$ cat src/common/incl_pkg.sv
package incl_pkg;

  ////////////////////////////////////////////////////////////////////////////
  // timing
  localparam int          REF_CLK_PERIOD_NS = 5;
  localparam int          GAP_TIME_NS       = 10000;
  localparam int          GAP_CYC           = (GAP_TIME_NS + REF_CLK_PERIOD_NS - 1)
                                              / REF_CLK_PERIOD_NS;
  localparam logic [11:0] GAP_CNT_MAX       = 12'(GAP_CYC);
  localparam logic [2:0]  SCLK_HALF_LAST    = 3'h3;

  ////////////////////////////////////////////////////////////////////////////
  // frame layout
  localparam int FRAME_RW_BIT   = 31;
  localparam int FRAME_ADDR_LSB = 26;
  localparam int FRAME_RS_LSB   = 24;
  localparam int FRAME_DATA_LSB = 8;

  localparam logic [1:0] RS_NORMAL = 2'h1;
  localparam logic [1:0] RS_ERROR  = 2'h3;

  localparam logic [7:0] CRC_SEED = 8'hff;
  localparam logic [7:0] CRC_POLY = 8'h1d;
  localparam logic [7:0] CRC_XOR  = 8'hff;

  ////////////////////////////////////////////////////////////////////////////
  // device register addresses
  localparam logic [4:0] ADDR_COMPONENT_ID      = 5'h10;
  localparam logic [4:0] ADDR_SERIAL_NUMBER_LOW = 5'h19;
  localparam logic [4:0] ADDR_SERIAL_NUMBER_HIGH = 5'h1a;
  localparam logic [4:0] ADDR_ACTIVE_BANK_SELECT = 5'h1f;
  localparam logic [4:0] ADDR_ANGLE_OUT         = 5'h09;

  // identity and serial values are arbitrary
  localparam logic [7:0]  COMPONENT_ID_VALUE = 8'h5a;
  localparam logic [15:0] SERIAL_LOW_VALUE   = 16'h1234;
  localparam logic [15:0] SERIAL_HIGH_VALUE  = 16'habcd;

  localparam logic        BANK_RESET     = 1'b0;
  localparam logic [4:0]  ANGLE_EN_RESET = 5'h00;
  localparam logic [4:0]  ANGLE_EN_ALL   = 5'h1f;

  ////////////////////////////////////////////////////////////////////////////
  // fixed frames
  localparam logic [31:0] FRAME_READ_ID        = 32'h40000091;
  localparam logic [31:0] FRAME_READ_SER_LOW   = 32'h640000a7;
  localparam logic [31:0] FRAME_READ_SER_HIGH  = 32'h680000ad;
  localparam logic [31:0] FRAME_READ_BANK      = 32'h7c0000b3;
  localparam logic [31:0] FRAME_SEL_LOWER_BANK = 32'hfc000073;
  localparam logic [31:0] FRAME_SEL_UPPER_BANK = 32'hfc00016e;
  localparam logic [31:0] FRAME_ANGLE_ENABLE   = 32'hb0001f6f;
  localparam logic [31:0] FRAME_SW_RESET       = 32'hb4002098;

  ////////////////////////////////////////////////////////////////////////////
  // host command port map
  localparam logic [3:0] HOST_CONTROL_OFS   = 4'h0;
  localparam logic [3:0] HOST_ID_OFS        = 4'h1;
  localparam logic [3:0] HOST_SERIAL_OFS    = 4'h2;
  localparam logic [3:0] HOST_LAST_RESP_OFS = 4'h3;

  localparam logic [1:0] OP_NONE      = 2'h0;
  localparam logic [1:0] OP_ID_CHECK  = 2'h1;
  localparam logic [1:0] OP_SERIAL    = 2'h2;
  localparam logic [1:0] OP_ANGLE_EN  = 2'h3;

endpackage

$ cat src/common/spi_link_if.sv
`timescale 1ns/100ps
interface spi_link_if;
  logic sclk;
  logic chip_select_n;
  logic mosi;
  logic miso;

  modport host (output sclk, output chip_select_n, output mosi, input miso);
  modport dev  (input sclk, input chip_select_n, input mosi, output miso);
endinterface

$ cat src/incl_host_end.sv
`timescale 1ns/100ps
module incl_host_end (
  // clock and reset
  input  wire logic        REF_CLK_IN,
  input  wire logic        SRST_IN,
  // command port
  input  wire logic [3:0]  ADDR_IN,
  input  wire logic [31:0] WDATA_IN,
  input  wire logic        WR_IN,
  input  wire logic        RD_IN,
  output logic [31:0]      RDATA_OUT,
  // link
  spi_link_if.host         LINK
);
  import incl_pkg::*;

  typedef enum logic [1:0] {
    S_IDLE,
    S_WAIT,
    S_XFER,
    S_DONE
  } host_state_t;

  typedef struct packed {
    host_state_t state;
    logic [1:0]  op;
    logic [1:0]  step;
    logic [11:0] gap_cnt;
    logic [2:0]  ph;
    logic [4:0]  bit_idx;
    logic        sclk;
    logic        cs_n;
    logic [31:0] tx;
    logic [31:0] rx;
    logic        miso_meta;
    logic        miso_sync;
    logic [7:0]  id;
    logic        id_ok;
    logic        ang_done;
    logic [15:0] ser_lo;
    logic [15:0] ser_hi;
    logic [31:0] last_resp;
    logic [31:0] rdata;
  } host_regs_t;

  host_regs_t r_reg;
  host_regs_t r_next;
  logic       rs_ok;

  //////////////////////////////////////////////////////////////////////////////
  // frame sequences; id check and angle enable end with a frame that only collects a reply, serial ends with the lower bank select
  function automatic logic [31:0] frame_of(input logic [1:0] op, input logic [1:0] step);
    logic [31:0] f;
    f = FRAME_READ_BANK;
    case (op)
      OP_ID_CHECK:
        if (step == 2'h0)
          f = FRAME_READ_ID;
      OP_SERIAL:
        case (step)
          2'h0:    f = FRAME_SEL_UPPER_BANK;
          2'h1:    f = FRAME_READ_SER_LOW;
          2'h2:    f = FRAME_READ_SER_HIGH;
          default: f = FRAME_SEL_LOWER_BANK;
        endcase
      OP_ANGLE_EN:
        if (step == 2'h0)
          f = FRAME_ANGLE_ENABLE;
      default:
        f = FRAME_READ_BANK;
    endcase
    return f;
  endfunction

  function automatic logic [1:0] last_step(input logic [1:0] op);
    return (op == OP_SERIAL) ? 2'h3 : 2'h1;
  endfunction

  //////////////////////////////////////////////////////////////////////////////
  always_comb
  begin
    r_next           = r_reg;
    r_next.miso_meta = LINK.miso;
    r_next.miso_sync = r_reg.miso_meta;
    r_next.rdata     = 32'h00000000;
    rs_ok            = (r_reg.rx[FRAME_RS_LSB +: 2] == RS_NORMAL);

    // gap counted only while chip select is high
    if (r_reg.cs_n && r_reg.gap_cnt != GAP_CNT_MAX)
      r_next.gap_cnt = r_reg.gap_cnt + 12'h001;

    // command port reads
    if (RD_IN)
    begin
      if (ADDR_IN == HOST_CONTROL_OFS)
        r_next.rdata = {29'h00000000, r_reg.ang_done, r_reg.id_ok,
                        r_reg.state != S_IDLE};
      else if (ADDR_IN == HOST_ID_OFS)
        r_next.rdata = {24'h000000, r_reg.id};
      else if (ADDR_IN == HOST_SERIAL_OFS)
        r_next.rdata = {r_reg.ser_hi, r_reg.ser_lo};
      else if (ADDR_IN == HOST_LAST_RESP_OFS)
        r_next.rdata = r_reg.last_resp;
      else
        r_next.rdata = 32'h00000000;
    end

    case (r_reg.state)
      S_IDLE:
      begin
        // writes while busy are ignored
        if (WR_IN && ADDR_IN == HOST_CONTROL_OFS && WDATA_IN[1:0] != OP_NONE)
        begin
          r_next.op    = WDATA_IN[1:0];
          r_next.step  = 2'h0;
          r_next.state = S_WAIT;
        end
      end
      S_WAIT:
      begin
        if (r_reg.gap_cnt == GAP_CNT_MAX)
        begin
          r_next.cs_n    = 1'b0;
          r_next.sclk    = 1'b0;
          r_next.ph      = 3'h0;
          r_next.bit_idx = 5'h00;
          r_next.tx      = frame_of(r_reg.op, r_reg.step);
          r_next.state   = S_XFER;
        end
      end
      S_XFER:
      begin
        if (r_reg.ph == SCLK_HALF_LAST)
        begin
          r_next.ph = 3'h0;
          if (!r_reg.sclk)
          begin
            // sample just before the rising edge
            r_next.sclk = 1'b1;
            r_next.rx   = {r_reg.rx[30:0], r_reg.miso_sync};
          end
          else
          begin
            r_next.sclk = 1'b0;
            if (r_reg.bit_idx == 5'h1f)
            begin
              r_next.cs_n    = 1'b1;
              r_next.gap_cnt = 12'h000;
              r_next.state   = S_DONE;
            end
            else
            begin
              r_next.bit_idx = r_reg.bit_idx + 5'h01;
              r_next.tx      = {r_reg.tx[30:0], 1'b0};
            end
          end
        end
        else
          r_next.ph = r_reg.ph + 3'h1;
      end
      S_DONE:
      begin
        // reply in rx belongs to the previous frame
        r_next.last_resp = r_reg.rx;
        if (r_reg.op == OP_ID_CHECK && r_reg.step == 2'h1)
        begin
          r_next.id    = r_reg.rx[FRAME_DATA_LSB +: 8];
          r_next.id_ok = rs_ok
                         && r_reg.rx[FRAME_DATA_LSB +: 8] == COMPONENT_ID_VALUE;
        end
        if (r_reg.op == OP_SERIAL && r_reg.step == 2'h2)
          r_next.ser_lo = r_reg.rx[FRAME_DATA_LSB +: 16];
        if (r_reg.op == OP_SERIAL && r_reg.step == 2'h3)
          r_next.ser_hi = r_reg.rx[FRAME_DATA_LSB +: 16];
        if (r_reg.op == OP_ANGLE_EN && r_reg.step == 2'h1)
          r_next.ang_done = rs_ok;
        if (r_reg.step == last_step(r_reg.op))
          r_next.state = S_IDLE;
        else
        begin
          r_next.step  = r_reg.step + 2'h1;
          r_next.state = S_WAIT;
        end
      end
      default:
        r_next.state = S_IDLE;
    endcase
  end

  //////////////////////////////////////////////////////////////////////////////
  always_ff @(posedge REF_CLK_IN)
  begin
    if (SRST_IN)
    begin
      r_reg.state     <= S_IDLE;
      r_reg.op        <= OP_NONE;
      r_reg.step      <= 2'h0;
      r_reg.gap_cnt   <= 12'h000;
      r_reg.ph        <= 3'h0;
      r_reg.bit_idx   <= 5'h00;
      r_reg.sclk      <= 1'b0;
      r_reg.cs_n      <= 1'b1;
      r_reg.tx        <= 32'h00000000;
      r_reg.rx        <= 32'h00000000;
      r_reg.miso_meta <= 1'b0;
      r_reg.miso_sync <= 1'b0;
      r_reg.id        <= 8'h00;
      r_reg.id_ok     <= 1'b0;
      r_reg.ang_done  <= 1'b0;
      r_reg.ser_lo    <= 16'h0000;
      r_reg.ser_hi    <= 16'h0000;
      r_reg.last_resp <= 32'h00000000;
      r_reg.rdata     <= 32'h00000000;
    end
    else
      r_reg <= r_next;
  end

  //////////////////////////////////////////////////////////////////////////////
  assign LINK.sclk          = r_reg.sclk;
  assign LINK.chip_select_n = r_reg.cs_n;
  assign LINK.mosi          = r_reg.tx[31];
  assign RDATA_OUT          = r_reg.rdata;
endmodule

$ cat src/flat_wrapper.sv
// flat-port wrapper written by rule: the top's interface ports become plain ports
module incl_host_end_flat import incl_pkg::*;
  (REF_CLK_IN, SRST_IN, ADDR_IN, WDATA_IN, WR_IN, RD_IN, RDATA_OUT, LINK_sclk, LINK_chip_select_n, LINK_mosi, LINK_miso);
  spi_link_if LINK_i ();
  input  wire logic REF_CLK_IN;
  input  wire logic SRST_IN;
  input  wire logic [3:0] ADDR_IN;
  input  wire logic [31:0] WDATA_IN;
  input  wire logic WR_IN;
  input  wire logic RD_IN;
  output logic [31:0] RDATA_OUT;
  output wire logic [$bits(LINK_i.sclk)-1:0] LINK_sclk;
  output wire logic [$bits(LINK_i.chip_select_n)-1:0] LINK_chip_select_n;
  output wire logic [$bits(LINK_i.mosi)-1:0] LINK_mosi;
  input wire logic [$bits(LINK_i.miso)-1:0] LINK_miso;
  assign LINK_sclk = LINK_i.sclk;
  assign LINK_chip_select_n = LINK_i.chip_select_n;
  assign LINK_mosi = LINK_i.mosi;
  assign LINK_i.miso = LINK_miso;
  incl_host_end u_core (.REF_CLK_IN(REF_CLK_IN), .SRST_IN(SRST_IN), .ADDR_IN(ADDR_IN), .WDATA_IN(WDATA_IN), .WR_IN(WR_IN), .RD_IN(RD_IN), .RDATA_OUT(RDATA_OUT), .LINK(LINK_i));
endmodule
$ cat config.mk
export PLATFORM = sky130hd
export DESIGN_NAME = incl_host_end_flat
export DESIGN_NICKNAME = d
export VERILOG_FILES = /design/src/common/incl_pkg.sv /design/src/common/spi_link_if.sv /design/src/incl_host_end.sv /design/src/flat_wrapper.sv
export SDC_FILE = /design/constraint.sdc
export NUM_CORES = 1
export LEC_CHECK = 0
export ABC_AREA = 1
export BUFFER_PORTS_ARGS = -buffer_cell sky130_fd_sc_hd__buf_2
export CORE_MARGIN = 2
export CORE_UTILIZATION = 55
export CTS_CLUSTER_DIAMETER = 150
export DETAILED_ROUTE_END_ITERATION = 7
export GPL_TIMING_DRIVEN = 0
export PLACE_DENSITY = 0.75
export SKIP_LAST_GASP = 1
export SLEW_MARGIN = 0
export SYNTH_ARGS = -nofsm -noshare
export SYNTH_HDL_FRONTEND = slang
export SYNTH_SLANG_ARGS = --single-unit
$ cat constraint.sdc
create_clock -name REF_CLK_IN -period 2.5 [get_ports REF_CLK_IN]
set_input_delay 0.375 -clock REF_CLK_IN [delete_from_list [all_inputs] [get_ports REF_CLK_IN]]
set_output_delay 0.375 -clock REF_CLK_IN [all_outputs]
set_load 0.01 [all_outputs]
# Word level (Yosys, flattened, before mapping)
# Index checks and enable logic that the tools add are counted.
dict set report word_totals {
  reg_bits 200
  inputBits 41
  word_cells 117
  out_inout_bits 35
}
dict set report classes {
  reduce_logical 30
  n_bitwise 2
  n_eq_ne 26
  add_sub_neg 4
  muxes 34
}
# cell n
set op_table {}
lappend op_table {{case mux 32 bit (3 select lines)} 2}
lappend op_table {{two-way mux 32 bit} 5}
lappend op_table {{case mux 42 bit (2 select lines)} 1}
lappend op_table {{two-way mux 71 bit} 1}
lappend op_table {{two-way mux 12 bit} 5}
lappend op_table {{two-way mux 42 bit} 1}
lappend op_table {{two-way mux 33 bit} 1}
lappend op_table {{two-way mux 30 bit} 1}
lappend op_table {{AND reduction 5 bit} 3}
lappend op_table {{adder 12 x 1 -> 12 bit, second input constant} 1}
lappend op_table {{equality test 12 x 11 -> 1 bit, second input constant} 1}
lappend op_table {{equality test 2 bit, second input constant} 6}
lappend op_table {{two-way mux 2 bit} 6}
lappend op_table {{inequality test 12 x 11 -> 1 bit, second input constant} 1}
lappend op_table {{AND reduction 2 bit} 6}
lappend op_table {{two-way mux 5 bit} 2}
lappend op_table {{inequality test 2 x 1 -> 1 bit, second input constant} 5}
lappend op_table {{AND reduction 3 bit} 3}
lappend op_table {{equality test 2 x 1 -> 1 bit, second input constant} 4}
lappend op_table {{equality test 4 x 2 -> 1 bit, second input constant} 2}
lappend op_table {{equality test 8 x 7 -> 1 bit, second input constant} 1}
lappend op_table {{logical AND 1 bit} 8}
lappend op_table {{two-way mux 8 bit} 1}
lappend op_table {{case mux 2 bit (4 select lines)} 1}
lappend op_table {{other kinds (19)} 28}

# Logic depth before layout (Yosys ltp)
dict set report depth {
  word_depth 7
  depth_mapped 11
  depth_no_buf 11
}

# Least setup slack after synthesis
# Ideal clock, no wire load.
dict set report synth_path {
  path_type {reg2reg}
  from {reg u_core.r_reg[174] (netlist name)}
  to {reg u_core.r_reg[144] (netlist name)}
  setup_time_ps 120
  period_less_slack_ps 1688
  stages_incl_launch_ff 10
  path_buffers 1
  required_ps 2380
  path_slack_ps 812
  arrival_ps 1568
  cell_sequence {dfxtp_1 > ha_1 > inv_1 > nor3_1 > ha_1 > o21ai_1 > clkbuf_1 > nand4_1 > nand2_1 > a21oi_1}
}
dict set report synth_between {
  elab_chain_cells 3
}
# element line
set synth_lines {}
lappend synth_lines {{start: declaration} incl_host_end.sv:46} ;# host_regs_t r_reg;
lappend synth_lines {{start signal: assignment} incl_host_end.sv:216} ;# r_reg <= r_next;
lappend synth_lines {{equality test 5 bit} incl_host_end.sv:145} ;# if (r_reg.bit_idx == 5'h1f)
lappend synth_lines {{inequality test 2 bit (no line)} --}
lappend synth_lines {{AND reduction 5 bit (no line)} --}
# No other way between the ends.
# A chain may end at the register's enable or synchronous reset.

# Worst setup path in the final report
dict set report layout_path {
  from {reg u_core.r_reg[174] (netlist name)}
  to {reg u_core.r_reg, in the netlist u_core.LINK.mosi}
}
# The elaborated chain is that of the path after synthesis.

==> results.toml <==
[outcome]
status = "complete, no violations"

[worst_setup_path]
path_max_fanout = 10
cp_slowest_stage_delay_ps = 400
crit_slowest_cell = "clkbuf_1"
r2r_cells = 8
startpoint_type = "flop"
cpMostUsedCell = "ha_1"
cp_data_required_time_ps = 2870
end_kind = "flop"
timing.critical_path.buf_inv = 2
critical_path.top_delay_family = "buffers and inverters"
path_class = "reg -> reg"
crit_chain = "ha_1, inv_1, nor3_1, ha_1, o21ai_1, clkbuf_1, nand4_1, a21oi_1"
crit_arrival_ps = 2360
path_depth = 8

[logic_synthesis]
synth_top_area_share_pct = 46.9
synthTopCellsByCount = "200 x dfxtp_1, 173 x inv_1, 173 x nor2_1"
synth.avg_cell_area_um2 = 7.32
synth.most_common_cell = "dfxtp_1"
synth.net_count = 1223
ys_ff_latch = 200
yosys.area.top_type = "dfxtp_1"
ys.warnings.count = 0
yosysSeqAreaShare_pct = 46.9
syn_inst = 1166
yosysUniqueCellTypes = 33
synth-edff-count = 0
synth_ff_type = "dfxtp_1"
async_reset_ff_share_pct = 0
ys_top_cells_by_area = "dfxtp_1 47%, o21ai_0 7.8%, inv_1 7.6%"
netlist_area_mm2 = 0.00854

[cts]
cts_setup_buffers = 0
path_clk_slew_ps = 70
clock_sinks = 200
cts.repair.resized = 0
root_buffer = "clkbuf_16"
clockBufferDepth = 2
ctsHoldBuffers = 0
numCtsBuffers = 17
h-tree-depth = 4
clock_latency_ps = 430
cts_tree = "built"

[floorplan]
die-area_mm2 = 0.0165
die_y_um = 129
die_width_um = 129
initial_core_util_pct = 56.2
ios = 76
std_cell_rows = 45
core-area_mm2 = 0.0152

[grt]
grt_antenna_before_repair = 0
grt_pass1_vias = 6786
grt_max_degree = 18
overflow = 0
grt_pass1_wl_um = 32800
grtUsageTotal_pct = 24.9

[layout]
layout.nets = 1285
drive_gt1_share_pct = 12.3
largest_register_ffs = 164
antenna_cells = 0
area_delta_synth_final_pct = 11.9
post-route-util_pct = 62.8

[detailed_routing]
firstDrtPassIters = 5
wl_um = 19800
detail-route-antenna-nets = 0
wl_per_cell_um = 13.9
viasPerCell = 5.24
drc = 0
drtIter0Drc = 741
route.vias.total = 7489

[timing]
fmax_mhz = 502
clock_skew_ps = 6.53
finalCriticalPeriod_ps = 1990
hold_viol_final = 0
finalMaxSlewViolations = 0
slew-limit-headroom_pct = 57.9
post-route-period-util_pct = 79.6
rsz0062_at_grt = "no"
fin_tns_setup_ps = 0
setup_violations = 0
worst_pin_slew_ps = 631

[pwr]
vdd_drop_max_uv = 794
p_leak_nw = 3.93
power_density_mw_per_mm2 = 899

[place]
port_buffers = 43
gp_congestion = 0.869
place_hpwl_um = 13800

[worst_hold_path]
hold_path.class = "in -> reg"
whs_path_depth = 3

[job]
maxCapViolations = 0
==> path summary, 6_finish.rpt <==
kind                                        from                       endpoint  slack, ps
setup / recovery  u_core.r_reg[174]$_SDFFE_PP0P_  u_core.LINK.mosi$_SDFFE_PP0P_        510
setup reg to reg  u_core.r_reg[174]$_SDFFE_PP0P_  u_core.LINK.mosi$_SDFFE_PP0P_        510
hold reg to reg    u_core.r_next[106]$_SDFF_PP0_   u_core.r_reg[106]$_SDFF_PP0_        400
hold / removal                         LINK_miso  u_core.r_next[106]$_SDFF_PP0_        150
==> routing by layer <==
metal / wire (µm) / GRT usage [%] / part of all wire, %
met5: 0 / 0 / 0
met4: 506 / 10.8 / 2.6
met3: 1160 / 3.16 / 5.8
met2: 9150 / 40.1 / 46
met1: 9020 / 34.0 / 45
==> per-stage QoR <==
stage	hold WS, ps	power, mW	cell area, µm²	instances	setup WS (ps)
final	146	8.59	9550	1429	509
after global routing	150	9.14	9550	1429	308
after CTS	138	8.61	9550	1429	521
after detailed placement	395	6.00	8990	1397	541
after global placement	397	5.95	8990	1397	535
after floorplan	388	5.48	8540	1166	812
==> power by group <==
part | switching, mW | internal, mW | leakage, nW
registers | 0.107 | 3.45 | 1.62
logic | 1.60 | 0.805 | 2.03
clock network | 1.23 | 1.40 | 0.279
==> cell usage in the layout (no fill, tap or decap), types with 4 or more instances in the layout <==
| master | Yosys | layout |
|---|---|---|
| a21oi_1 | 115 | 115 |
| buf_2 | 20 | 63 |
| buf_4 | 36 | 36 |
| clkbuf_1 | 32 | 32 |
| clkbuf_16 | 0 | 17 |
| clkbuf_8 | 0 | 4 |
| dfxtp_1 | 200 | 200 |
| ha_1 | 16 | 16 |
| inv_1 | 173 | 173 |
| inv_2 | 5 | 5 |
| inv_6 | 0 | 4 |
| nand2_1 | 148 | 148 |
| nand2_2 | 4 | 4 |
| nand3_1 | 22 | 22 |
| nand4_1 | 18 | 18 |
| nor2_1 | 173 | 173 |
| nor2_2 | 4 | 4 |
| nor3_1 | 7 | 7 |
| o21ai_0 | 133 | 133 |
| o22ai_1 | 33 | 33 |
==> cell type report <==
cell class,count,area [µm²]
Sequential cell,200,4000
Fill cell,1370,5650
Buffer,93,533
Tap cell,188,235
Clock inverter,11,85.1
Inverter,179,672
Multi-Input combinational cell,694,3330
Timing Repair Buffer,43,215
Clock buffer,21,480
==> cells by family (layout without fill, tap and decap cells) <==
| family | after synthesis | after routing | share of synthesized area (%) |
|---|---|---|---|
| XOR/XNOR | 2 | 2 | 0.205 |
| AO/OA/AOI/OAI | 289 | 289 | 17.5 |
| buffers and inverters | 272 | 347 | 14.1 |
| flip-flops | 200 | 200 | 46.9 |
| adder cells (fa/ha/maj) | 16 | 16 | 2.34 |
| AND/OR/NAND/NOR | 387 | 387 | 18.9 |
==> worst reg2reg max path, stage by stage, from the launching register on <==
cell	delay, ps
dfxtp_1	350
ha_1	220
inv_1	70
nor3_1	50
ha_1	210
o21ai_1	270
clkbuf_1	400
nand4_1	220
a21oi_1	160
Power figures use the tool's default switching activity.
